--- config.mk ---
export PLATFORM = sky130hd
export DESIGN_NAME = adcc_top
export DESIGN_NICKNAME = d
export VERILOG_FILES = /design/src/adcc_clkdiv.v /design/src/adcc_top.v
export VERILOG_INCLUDE_DIRS = /design/src
export SDC_FILE = /design/constraint.sdc
export NUM_CORES = 1
export LEC_CHECK = 0
export ABC_AREA = 1
export BUFFER_PORTS_ARGS = -buffer_cell sky130_fd_sc_hd__buf_2
export CORE_AREA = 2 2 107 88
export DETAILED_ROUTE_END_ITERATION = 8
export DIE_AREA = 0 0 109 90
export PLACE_DENSITY = 0.69
export RECOVER_POWER = 25
export SYNTH_ARGS = -nofsm -noshare
export SYNTH_HDL_FRONTEND = slang
export SYNTH_SLANG_ARGS = --single-unit
--- constraint.sdc ---
create_clock -name clk_i -period 2.95 [get_ports clk_i]
set_clock_uncertainty 0.15 [all_clocks]
set_input_delay 0.59 -clock clk_i [delete_from_list [all_inputs] [get_ports clk_i]]
set_output_delay 0.59 -clock clk_i [all_outputs]
set_load 0.02 [all_outputs]
--- src/adcc_map.vh ---
// Register offsets, field positions, reset values and timing counts of the converter controller.
// Assumes a Wishbone slave decoding word indices; byte address is four times the index.
// How it works
// - Channel field picks analog input zero to six
// - Converter-on bit starts continuous conversion
// - Conversion end sets done flag, loads result
// - High result read clears done flag
// - Result bits split high eight, low two
// - Over upper reference gives full scale
// - Under lower reference gives all zeros
// - Slow and speed bits choose clock divider
// - Converter off means amplifier off, no conversions
// - Amplifier select routes input through gain eight
// - Amplifier powers with converter, no extra delay
// - Calibration bit ties amplifier input to zero
// - Low result bits seven to five read zero
// - Runs in wait, stops in halt, stabilises
// - Done flag read-only against software writes
`ifndef ADCC_MAP_VH
`define ADCC_MAP_VH
`define ADCC_IDX_CSR      6'h34
`define ADCC_IDX_RES_HI   6'h35
`define ADCC_IDX_RES_LO   6'h36
`define ADCC_CSR_DONE     7
`define ADCC_CSR_SPEED    6
`define ADCC_CSR_ON       5
`define ADCC_LO_CAL       4
`define ADCC_LO_SLOW      3
`define ADCC_LO_AMP       2
`define ADCC_CSR_RESET    8'h00
`define ADCC_LO_RESET     3'h0
`define ADCC_FULL_SCALE   10'h3ff
`define ADCC_ZERO_SCALE   10'h000
`define ADCC_CONV_CLOCKS  11
`define ADCC_STAB_NS      1000
`define ADCC_CLK_NS       50
`define ADCC_STAB_CYCLES  ((`ADCC_STAB_NS + `ADCC_CLK_NS - 1) / `ADCC_CLK_NS)
`endif

--- src/adcc_clkdiv.v ---
// Converter clock tick generator: one-cycle tick at the CPU rate divided by 1, 2 or 4.
// Assumes a synchronous active-high reset and the CPU clock on clk_i.
`timescale 1ns/1ns
module adcc_clkdiv (
	input  wire       clk_i,
	input  wire       rst_i,
	input  wire       run_i,
	input  wire       slow_i,
	input  wire       speed_i,
	output reg        tick_o
);
	reg  [1:0] cnt_q;      // Free count within one converter clock
	reg  [1:0] top;        // Last count value for the chosen ratio

	// Divider ratio from slow and speed
	always @* begin
		if (slow_i) begin
			top = 2'h3;
		end else if (speed_i) begin
			top = 2'h0;
		end else begin
			top = 2'h1;
		end
	end

	// Counter held cleared while stopped so each start begins a full period
	always @(posedge clk_i) begin
		if (rst_i || !run_i) begin
			cnt_q  <= 2'h0;
			tick_o <= 1'b0;
		end else if (cnt_q >= top) begin
			cnt_q  <= 2'h0;
			tick_o <= 1'b1;
		end else begin
			cnt_q  <= cnt_q + 2'h1;
			tick_o <= 1'b0;
		end
	end
endmodule

--- src/adcc_top.v ---
// Converter controller: Wishbone register file, conversion sequencer and analog-side controls.
// Assumes a classic Wishbone master on the CPU clock and a converter core that
// presents a sampled 10-bit code plus over and under reference flags.
//
// The implementer's own choice: register access over Wishbone.
`timescale 1ns/1ns
`include "adcc_map.vh"
module adcc_top #(
	parameter CONV_CLOCKS = `ADCC_CONV_CLOCKS,
	parameter STAB_CYCLES = `ADCC_STAB_CYCLES
) (
	input  wire       clk_i,
	input  wire       rst_i,
	input  wire       wb_cyc_i,
	input  wire       wb_stb_i,
	input  wire       wb_we_i,
	input  wire [7:0] wb_adr_i,
	input  wire [3:0] wb_sel_i,
	input  wire [31:0] wb_dat_i,
	output reg  [31:0] wb_dat_o,
	output reg        wb_ack_o,
	input  wire [9:0] core_code_i,
	input  wire       core_over_i,
	input  wire       core_under_i,
	input  wire       halt_i,
	output reg  [2:0] mux_sel_o,
	output reg        core_power_o,
	output reg        amp_power_o,
	output reg        amp_route_o,
	output reg        amp_zero_o,
	output reg        sample_o,
	output reg        irq_o
);
	localparam ST_IDLE = 2'h0; // Converter off
	localparam ST_STAB = 2'h1; // Settling after halt wakeup
	localparam ST_CONV = 2'h2; // Converting

	reg  [1:0] state_q;        // Sequencer state
	reg  [2:0] channel_q;      // Channel field
	reg        on_q;           // Converter on
	reg        speed_q;        // Speed bit
	reg        done_q;         // Conversion done flag
	reg  [9:0] result_q;       // Whole result, loaded at once
	reg        cal_q;          // Amplifier calibration
	reg        slow_q;         // Slow mode
	reg        amp_q;          // Amplifier select
	reg  [3:0] bit_q;          // Converter clocks left in conversion, less one
	reg  [15:0] stab_q;        // Settling cycles left
	wire       tick;           // One converter clock
	wire       req;            // New bus access this cycle
	wire       wr;             // Write access
	wire [5:0] idx;            // Word index
	wire       end_conv;       // Conversion completes this cycle
	reg  [9:0] code;           // Saturated code

	assign req = wb_cyc_i && wb_stb_i && !wb_ack_o;
	assign wr  = req && wb_we_i && wb_sel_i[0];
	assign idx = wb_adr_i[7:2];
	assign end_conv = (state_q == ST_CONV) && tick && (bit_q == 4'h0);

	// Converter clock runs only while converting; halt stops it outright
	adcc_clkdiv u_div (
		.clk_i   (clk_i),
		.rst_i   (rst_i),
		.run_i   (state_q == ST_CONV),
		.slow_i  (slow_q),
		.speed_i (speed_q),
		.tick_o  (tick)
	);

	// Saturate the code at the references; no overflow flag exists
	always @* begin
		if (core_over_i) begin
			code = `ADCC_FULL_SCALE;
		end else if (core_under_i) begin
			code = `ADCC_ZERO_SCALE;
		end else begin
			code = core_code_i;
		end
	end

	// Sequencer: off, settle after halt, then convert back to back
	always @(posedge clk_i) begin
		if (rst_i) begin
			state_q <= ST_IDLE;
			bit_q   <= 4'h0;
			stab_q  <= 16'h0000;
		end else begin
			if (!on_q || halt_i) begin
				// Off or halted: no conversion runs
				state_q <= ST_IDLE;
				bit_q   <= CONV_CLOCKS[3:0] - 4'h1;
				if (halt_i) begin
					stab_q <= STAB_CYCLES[15:0];
				end
			end else begin
				case (state_q)
					ST_IDLE: begin
						// Wait out stabilisation left by a halt
						if (stab_q != 16'h0000) begin
							state_q <= ST_STAB;
						end else begin
							state_q <= ST_CONV;
						end
					end
					ST_STAB: begin
						if (stab_q <= 16'h0001) begin
							stab_q  <= 16'h0000;
							state_q <= ST_CONV;
						end else begin
							stab_q <= stab_q - 16'h0001;
						end
					end
					ST_CONV: begin
						if (tick) begin
							// Continuous: restart on the same channel at once
							if (bit_q == 4'h0) begin
								bit_q <= CONV_CLOCKS[3:0] - 4'h1;
							end else begin
								bit_q <= bit_q - 4'h1;
							end
						end
					end
					default: begin
						state_q <= ST_IDLE;
					end
				endcase
			end
		end
	end

	// Register writes, done flag and result capture
	always @(posedge clk_i) begin
		if (rst_i) begin
			channel_q <= 3'h0;
			on_q      <= 1'b0;
			speed_q   <= 1'b0;
			done_q    <= 1'b0;
			result_q  <= 10'h000;
			cal_q     <= 1'b0;
			slow_q    <= 1'b0;
			amp_q     <= 1'b0;
		end else begin
			if (wr && idx == `ADCC_IDX_CSR) begin
				// Done flag and reserved bits ignore writes
				speed_q   <= wb_dat_i[`ADCC_CSR_SPEED];
				on_q      <= wb_dat_i[`ADCC_CSR_ON];
				channel_q <= wb_dat_i[2:0];
			end else if (wr && idx == `ADCC_IDX_RES_LO) begin
				cal_q  <= wb_dat_i[`ADCC_LO_CAL];
				slow_q <= wb_dat_i[`ADCC_LO_SLOW];
				amp_q  <= wb_dat_i[`ADCC_LO_AMP];
			end
			if (end_conv) begin
				// Both halves load together; set beats a same-cycle read clear
				result_q <= code;
				done_q   <= 1'b1;
			end else if (req && !wb_we_i && idx == `ADCC_IDX_RES_HI) begin
				done_q <= 1'b0;
			end
		end
	end

	// Bus answer one cycle after the request; unmapped reads return zero
	always @(posedge clk_i) begin
		if (rst_i) begin
			wb_ack_o <= 1'b0;
			wb_dat_o <= 32'h00000000;
		end else begin
			wb_ack_o <= req;
			wb_dat_o <= 32'h00000000;
			if (req && !wb_we_i) begin
				if (idx == `ADCC_IDX_CSR) begin
					wb_dat_o[7:0] <= {done_q, speed_q, on_q, 2'b00, channel_q};
				end else if (idx == `ADCC_IDX_RES_HI) begin
					wb_dat_o[7:0] <= result_q[9:2];
				end else if (idx == `ADCC_IDX_RES_LO) begin
					wb_dat_o[7:0] <= {3'b000, cal_q, slow_q, amp_q, result_q[1:0]};
				end
			end
		end
	end

	// Analog-side controls registered straight to the pins
	always @(posedge clk_i) begin
		if (rst_i) begin
			mux_sel_o    <= 3'h0;
			core_power_o <= 1'b0;
			amp_power_o  <= 1'b0;
			amp_route_o  <= 1'b0;
			amp_zero_o   <= 1'b0;
			sample_o     <= 1'b0;
			irq_o        <= 1'b0;
		end else begin
			mux_sel_o    <= channel_q;
			core_power_o <= on_q && !halt_i;
			amp_power_o  <= on_q && !halt_i;
			amp_route_o  <= amp_q;
			amp_zero_o   <= cal_q;
			sample_o     <= end_conv;
			irq_o        <= 1'b0;
		end
	end
endmodule

==> reports/qor.yml, run 1 <==
route:
  first_pass_iters: 6
  drt_iter0_drc: 77
  drt-total-wl_mm: 6.15
  drc_errors: 0
  vias: 2504
  vias_per_cell: 4.39
  ant_nets: 0
  wl_per_cell_um: 10.8
global_route:
  grt_use_total: 0.133
  antenna_found_initial: 0
  gr-usage-met1: 0.177
  grt_pass1_vias: 2288
  top_usage_layer: "met2"
  met2_usage: 0.198
  grt_pass1_wl_mm: 10.4
  gr-total-overflow: 0
  grt_max_degree: 21
  grt_use_met3: 0.0529
floorplan:
  dieWidth_um: 109
  num_io_pins: 104
  rows: 31
  die_y_um: 90
  die-area_um2: 9810
  coreArea_um2: 8800
  initial_utilization: 0.338
cts:
  cts_buffers: 9
  clockBufferDepth: 2
  hold_buffers: 0
  clk_pin_slew_worst_paths_ps: 70
  cts.htree.levels: 3
  cts_tree: "yes"
  clock_latency_ps: 340
  cts_sinks: 60
  clock-root-buffer: "clkbuf_8"
  post_cts_buffers: 0
  cts_resized: 0
placement:
  dp_hpwl_mm: 4.57
  numPortBuffers: 48
  place.gp.congestion: 0.860
  post-place-ws_ps: 898
finish:
  n_fill_cell: 892
  layout_common_cells: "dfxtp_1 (60), nand2_1 (56), buf_2 (47)"
  final_nets: 518
  finalCoreUtilization: 0.387
  n_antenna_cell: 0
  drive_gt1_frac: 0.222
  final_common_cell: "dfxtp_1"
  areaGrowthSynthToFinish_pct: 14.6
critical_path:
  path_cells: "clkbuf_1 -> inv_1 -> clkbuf_1 -> o21ai_0 -> a21oi_1"
  critPathRequiredTime_ps: 3000
  critPathCaptureType: "flop"
  worst-setup-path-type: "in2reg"
  cp_slowest_cell: "clkbuf_1"
  crit_path_start_kind: "primary input"
  cpPeakStageDelay_ps: 630
  critical_path.most_common_cell: "clkbuf_1"
  arrival_ps: 2220
  crit_fanout: 18
timing:
  fin_setup_tns_ps: 0
  worstMarginPinSlew_ps: 869
  setup_viol: 0
  period_share: 0.734
  finalHoldViolations: 0
  max_slew_margin: 0.420
  clock.fmax_ghz: 0.462
  finalCriticalPeriod_ps: 2160
  rsz0062_at_grt: "no"
  final_max_slew_viol_count: 0
  setup_slack_ps: 786
power_and_ir_drop:
  ir_drop_v: 0.000304
  p_per_area_nw_per_um2: 512
  leakagePower_nw: 1.54
synthesis:
  synthCells: 400
  synthAdderAreaFrac: 0.0252
  synth-main-ff-cell: "dfxtp_1"
  synth_top_area_frac: 0.404
  async_flop_share: 0
  synth_xor_area_frac: 0.0265
  yosysSeqAreaShare: 0.404
  netlist-cell-type-count: 34
  ys_ff_latch: 60
  synth_top_family_by_area: "simple AND/OR/NAND/NOR gates"
  yosys.area_share.simple: 0.255
  syn-cell-area_um2: 2980
  synth_area_leaders: "dfxtp_1 (40%), nand2_1 (7.1%), buf_4 (6.6%)"
  synthMuxAreaShare: 0
  synth_edf_count: 0
  yosysTopAreaCell: "dfxtp_1"
  avgSynthCellArea_um2: 7.44
  ys.warnings.count: 0
  synth-compound-area-share: 0.139
min_path:
  hp-class: "reg2reg"
outcome:
  outcome: "finished, final reports clean"
flow_run:
  max_cap_viol_count: 0
[per-stage QoR]
step	cells	hold WS (ps)	power [mW]	area, um^2
3_3_place_gp	554	292	1.02	3210
6_report	570	307	1.74	3410
4_1_cts	570	307	1.77	3410
3_5_place_dp	554	297	1.02	3210
2_1_floorplan	424	263	1.00	3070
5_1_grt	570	325	1.83	3410
[cells by family after synthesis]
group                      Yosys count
AOI/OAI and AO/OA                   78
xor gates and xnor gates             9
adders and majority gates            6
buffers and inverters               87
DFF                                 60
other                                1
and+or+nand+nor                    159
[Yosys cell counts (2+ instances only)]
master	count
dfxtp_1	60
nand2_1	56
inv_1	46
nor2_1	45
a21oi_1	37
o21ai_0	35
buf_4	26
nand3_1	17
nor2_2	12
nand2_2	7
xor2_1	7
ha_1	6
inv_2	6
nand4_1	4
nor3_1	4
buf_2	3
clkbuf_1	3
nand3_2	3
nor2_4	3
buf_6	2
nor4_1	2
o21ai_1	2
or2_2	2
xnor2_1	2
[registers in the layout, summed over array words and instances (netlist names)]
register      cells
wb_dat_o          8
result_q         10
amp_route_o       1
sample_o          1
done_q            1
u_div.tick_o      1
state_q           2
u_div.cnt_q       2
speed_q           1
mux_sel_o         3
slow_q            1
amp_zero_o        1
wb_ack_o          1
amp_power_o       1
cal_q             1
bit_q             4
stab_q           16
amp_q             1
channel_q         3
on_q              1
[final cells by class]
type	instances	area, um^2	area share
multi-input cells	277	1420	0.417
flip-flops and latches	60	1200	0.352
repair buffers	49	243	0.0712
well taps	115	144	0.0422
clock buffers	9	124	0.0363
inverters	53	199	0.0583
clock inverters	7	77.6	0.0228
[path summary, 6_finish.rpt]
check | endpoint | slack [ps] | start | depth (start not counted)
min | channel_q[2] | 310 | channel_q[2] | 2
max | result_q[6] | 790 | rst_i | 5
min reg2reg | channel_q[2] | 310 | channel_q[2] | 2
max reg2reg | result_q[8] | 1100 | bit_q[0] | 7
[worst max-delay path: cells and delay by family]
family,cells,cell delay [ps]
compound gates,2,250
buf+inv,3,1360
[power by group]
group | internal (mW) | switching (mW)
Combinational | 0.0564 | 0.122
Sequential | 0.818 | 0.00755
Clock | 0.392 | 0.349
Total | 1.27 | 0.479
[layer usage]
layer	part of all wire	vias up
met5	0	-
met4	0.012	0
met3	0.054	9
met2	0.44	62
met1	0.49	1107
li1	-	1326
Power figures use the tool's default switching activity.
==> run 2, diff against run 1 <==
ABC_AREA = 0   (was 1)
CORE_AREA = 2 2 105 87   (was 2 2 107 88)
DIE_AREA = 0 0 107 89   (was 0 0 109 90)
PLACE_DENSITY = 0.72   (was 0.69)
clock period = 1.96 ns   (was 2.95 ns; I/O delays follow)
==> run 2 against run 1 <==
Critical endpoint is now stab_q[12]; critical path type is now reg2reg; sequential power up 49%; first-iteration DRC count rose by 120%; the flow now finishes with violations (setup timing); combinational power rose by 39%; sequential cell count unchanged.
==> reports/qor.yml, run 2 <==
power_and_ir_drop:
  switching_share: 0.249
  p_per_area_nw_per_um2: 727
  p_clk_frac: 0.456
  p_switching_uw: 677
  pwr-share-comb: 0.091
  ir_drop_v: 0.000386
  leakagePower_nw: 1.50
  p_int_mw: 2.04
  seqPwrFrac: 0.453
placement:
  dp_hpwl_mm: 4.88
  numPortBuffers: 48
  placed_area_um2: 3370
  place.gp.congestion: 0.837
  post-place-ws_ps: -142
critical_path:
  crit_path_start_kind: "flop"
  critPathRequiredTime_ps: 2080
  crit_fanout: 5
  reg2reg_slack_ps: -40
  reg2reg_from: "stab_q[6]"
  endpoint: "stab_q[12]"
  crit_start: "stab_q[6]"
  reg2regPathDepth: 6
  critPathCaptureType: "flop"
  worst-setup-path-type: "reg2reg"
  arrival_ps: 2120
  r2r-end: "stab_q[12]"
synthesis:
  yosysTopAreaCell: "dfxtp_1"
  synth_area_leaders: "dfxtp_1 (42%), buf_4 (6.8%), nor2_1 (6.4%)"
  syn-cell-area_um2: 2870
  synth_edf_count: 0
  synthCells: 334
  netlist-cell-type-count: 52
  synth_top_area_frac: 0.418
  synthTopCellsByCount: "dfxtp_1 (60), nor2_1 (49), a21oi_1 (28)"
  yosysSeqAreaShare: 0.418
  synthMuxAreaShare: 0.0383
  avgSynthCellArea_um2: 8.60
  synth_top_family_by_area: "simple AND/OR/NAND/NOR gates"
  async_flop_share: 0
  synth_most_common_cell: "dfxtp_1"
  ys_ff_latch: 60
  synth-compound-area-share: 0.161
  synth_xor_area_frac: 0.00914
  synthAdderAreaFrac: 0.0261
  yosys.area_share.simple: 0.236
  synth-main-ff-cell: "dfxtp_1"
  ys.warnings.count: 0
finish:
  finalCoreUtilization: 0.447
  n_fill_cell: 801
  final_nets: 485
  layout_common_cells: "dfxtp_1 (57), nor2_1 (49), buf_2 (42)"
  regMostFlops: "stab_q"
  stdcell_area_um2: 3740
  largestRegisters: "stab_q (16), result_q (10), wb_dat_o (8)"
  areaGrowthSynthToFinish_pct: 30.2
  n_antenna_cell: 0
  largest_reg_flops: 16
  final_common_cell: "dfxtp_1"
  drive_gt1_frac: 0.310
global_route:
  gr-total-overflow: 0
  antenna_found_initial: 0
  grt_pass1_vias: 2374
  grt_use_total: 0.149
  grt_pass1_wl_mm: 11.1
  grt_max_degree: 43
timing:
  finalHoldViolations: 0
  final_max_slew_viol_count: 0
  fin_setup_tns_ps: -120
  setup_slack_ps: -44.4
  setup_viol: 4
  finalCriticalPeriod_ps: 2000
  period_share: 1.02
  rsz0062_at_grt: "yes"
  clock.fmax_ghz: 0.499
  whs_ps: 147
cts:
  cts_tree: "yes"
  cts.htree.levels: 3
  clk_pin_slew_worst_paths_ps: 70
  cts_sinks: 60
  clockBufferDepth: 2
  clock-root-buffer: "clkbuf_8"
  hold_buffers: 0
  cts_buffers: 9
  clock_latency_ps: 340
floorplan:
  rows: 30
  coreArea_um2: 8370
  num_io_pins: 104
  dieWidth_um: 107
  die_y_um: 89
  initial_utilization: 0.343
  die-area_um2: 9520
outcome:
  violations: "setup timing"
  outcome: "complete, but fails checks"
route:
  drc_errors: 0
  first_pass_iters: 4
  drt_iter0_drc: 169
  wl_per_cell_um: 12.9
  vias_per_cell: 4.84
  vias: 2585
  drt-total-wl_mm: 6.88
  ant_nets: 0
min_path:
  hp-class: "in2reg"
flow_run:
  max_cap_viol_count: 0
-- run 2: routing by layer --
layer | track usage | vias up | part of all wire
li1 | - | 1289 | -
met1 | 0.185 | 1202 | 0.45
met2 | 0.241 | 82 | 0.47
met3 | 0.0408 | 12 | 0.065
met4 | 0.0732 | 0 | 0.017
met5 | 0 | - | 0
-- run 2: through the flow --
step                      std cells  power [mW]
after floorplan                 358        1.44
after global placement          510        1.48
after detailed placement        510        1.48
after CTS                       531        2.73
after global routing            534        2.82
final                           534        2.72
-- run 2: logic make-up after synthesis --
kind of cell | after synthesis
AO/OA/AOI/OAI | 71
XOR/XNOR | 3
adder cells (fa/ha/maj) | 6
buffers and inverters | 56
flip-flops | 60
multiplexers | 11
other | 1
AND/OR/NAND/NOR | 126
-- run 2: how the worst min path moves through the flow --
stage | from | to | slack (ps) | cells after the start
after global routing | wb_dat_i[3] | slow_q | 160 | 3
after detailed placement | u_div.cnt_q[0] | u_div.cnt_q[0] | 300 | 1
after CTS | wb_dat_i[1] | channel_q[1] | 140 | 3
final | wb_dat_i[1] | channel_q[1] | 150 | 3
after floorplan | u_div.cnt_q[0] | u_div.cnt_q[0] | 280 | 1
after global placement | u_div.cnt_q[0] | u_div.cnt_q[0] | 290 | 1
-- run 2: final cells by class --
cell class,count,area [um^2],area share
flip-flops and latches,60,1200,0.322
clock buffers,9,124,0.0331
multi-input cells,242,1560,0.417
inverters,14,52.6,0.0140
well taps,112,140,0.0374
repair buffers,90,561,0.150
clock inverters,7,100,0.0267
-- run 2: what timing repair did --
action | CTS | global route
setup endpoints to repair | 14 | 17
setup buffers | 5 | 3
pin swaps | 11 | 7
resized for setup | 16 | 10
-- run 2: critical path: stages (launching register included) --
cell and delay (ps):
dfxtp_1 310, or4_4 560, nor4_4 230, buf_4 210, and4b_1 220, o311ai_1 100, a21oi_1 160
-- run 2: power groups by stage --
stage | clock [mW] | combinational [mW] | sequential (mW)
after floorplan | 0 | 0.179 | 1.26
after detailed placement | 0 | 0.223 | 1.26
after global placement | 0 | 0.220 | 1.26
after CTS | 1.27 | 0.235 | 1.23
after global routing | 1.32 | 0.270 | 1.23
final | 1.24 | 0.249 | 1.23
==> run 3, diff against run 2 <==
RECOVER_POWER = 50   (was 25)
==> run 3 against run 2 <==
The flow still finishes with violations (setup timing); largest power group unchanged; setup slack better by 1.2 ps; cell count stayed put; power hardly changed; critical path depth stayed put; fmax hardly changed; clock-buffer cell count stayed put.
==> reports/qor.yml, run 3 (synthesis results as in run 2) <==
outcome:
  outcome: "complete, but fails checks"
  violations: "setup timing"
global_route:
  gr-total-overflow: 0
  grt_max_degree: 43
  grt_use_total: 0.149
  grt_pass1_vias: 2374
  grt_pass1_wl_mm: 11.1
  antenna_found_initial: 0
timing:
  clock.fmax_ghz: 0.499
  setup_viol: 4
  period_share: 1.02
  finalHoldViolations: 0
  final_max_slew_viol_count: 0
  setup_slack_ps: -43.2
  whs_ps: 147
  rsz0062_at_grt: "yes"
  fin_setup_tns_ps: -123
  finalCriticalPeriod_ps: 2000
route:
  drc_errors: 0
  drt_iter0_drc: 164
  wl_per_cell_um: 12.9
  vias_per_cell: 4.84
  drt-total-wl_mm: 6.90
  ant_nets: 0
  first_pass_iters: 4
  vias: 2584
finish:
  layout_common_cells: "dfxtp_1 (57), nor2_1 (49), buf_4 (40)"
  largestRegisters: "stab_q (16), result_q (10), wb_dat_o (8)"
  final_common_cell: "dfxtp_1"
  drive_gt1_frac: 0.282
  areaGrowthSynthToFinish_pct: 29.6
  regMostFlops: "stab_q"
  n_antenna_cell: 0
  largest_reg_flops: 16
  final_nets: 485
floorplan:
  num_io_pins: 104
  die-area_um2: 9520
  initial_utilization: 0.343
  die_y_um: 89
  rows: 30
  dieWidth_um: 107
  coreArea_um2: 8370
placement:
  post-place-ws_ps: -142
  numPortBuffers: 48
  place.gp.congestion: 0.837
  dp_hpwl_mm: 4.88
power_and_ir_drop:
  p_total_mw: 2.72
  leakagePower_nw: 1.45
  ir_drop_v: 0.000386
  p_per_area_nw_per_um2: 730
critical_path:
  cp_slowest_cell: "or4_4"
  cp_top_family: "simple AND/OR/NAND/NOR gates"
  critPathRequiredTime_ps: 2080
  critPathCaptureType: "flop"
  crit_path_start_kind: "flop"
  cp_num_cells: 6
  arrival_ps: 2120
  cpPeakStageDelay_ps: 560
  crit_buf_inv: 1
  path_cells: "or4_4 -> nor4_4 -> buf_4 -> and4b_1 -> o311ai_1 -> a21oi_1"
  worst-setup-path-type: "reg2reg"
  crit_fanout: 5
  reg2regPathDepth: 6
cts:
  clockBufferDepth: 2
  cts.htree.levels: 3
  cts_buffers: 9
  clk_pin_slew_worst_paths_ps: 70
  cts_tree: "yes"
  cts_sinks: 60
  clock_latency_ps: 340
  clock-root-buffer: "clkbuf_8"
min_path:
  hp-class: "in2reg"
  whs_path_depth: 3
flow_run:
  max_cap_viol_count: 0
## run 3: report_power, final
part           switching (mW)  internal [mW]  total (mW)  leakage, nW
registers             0.00688           1.22        1.23        0.486
logic                   0.152         0.0968       0.248        0.866
clock network           0.519          0.721        1.24        0.102
total                   0.678           2.04        2.72         1.45
## run 3: layer usage
metal / vias up / wire length (um) / GRT usage
li1: 1285 / - / -
met1: 1198 / 3070 / 0.185
met2: 89 / 3240 / 0.241
met3: 12 / 475 / 0.0408
met4: 0 / 114 / 0.0732
met5: - / 0 / 0
## run 3: worst paths after layout
| check | startpoint | end | slack [ps] |
|---|---|---|---|
| setup / recovery | stab_q[6] | stab_q[12] | -40 |
| hold / removal | wb_dat_i[1] | channel_q[1] | 150 |
| setup reg to reg | stab_q[6] | stab_q[12] | -40 |
| hold reg to reg | u_div.cnt_q[0] | u_div.cnt_q[0] | 310 |
## run 3: worst register-to-register path: cells and delay by family (launching register included)
kind | cells | cell delay (ps)
compound gates | 2 | 260
flops | 1 | 310
simple gates | 3 | 1010
buf+inv | 1 | 210
## run 3: final cells by class
cell class	instances	area [um^2]
timing repair buffer	90	543
multi-input combinational	242	1560
sequential	60	1200
tap	112	140
clock inverter	7	100
inverter	14	52.6
fill	808	4650
clock buffer	9	124
## run 3: repair_timing
action / in CTS / in global routing
buffers inserted: 5 / 3
hold buffers: 0 / 0
gates resized for setup: 16 / 10
setup endpoints to repair: 14 / 17
pin swaps: 11 / 7
## run 3: per-stage QoR
stage / area [um^2] / cells / utilization
floorplan: 2980 / 358 / -
global placement: 3370 / 510 / 0.402
detailed placement: 3370 / 510 / 0.402
CTS: 3690 / 531 / 0.441
global route: 3720 / 534 / 0.445
finish: 3720 / 534 / 0.445
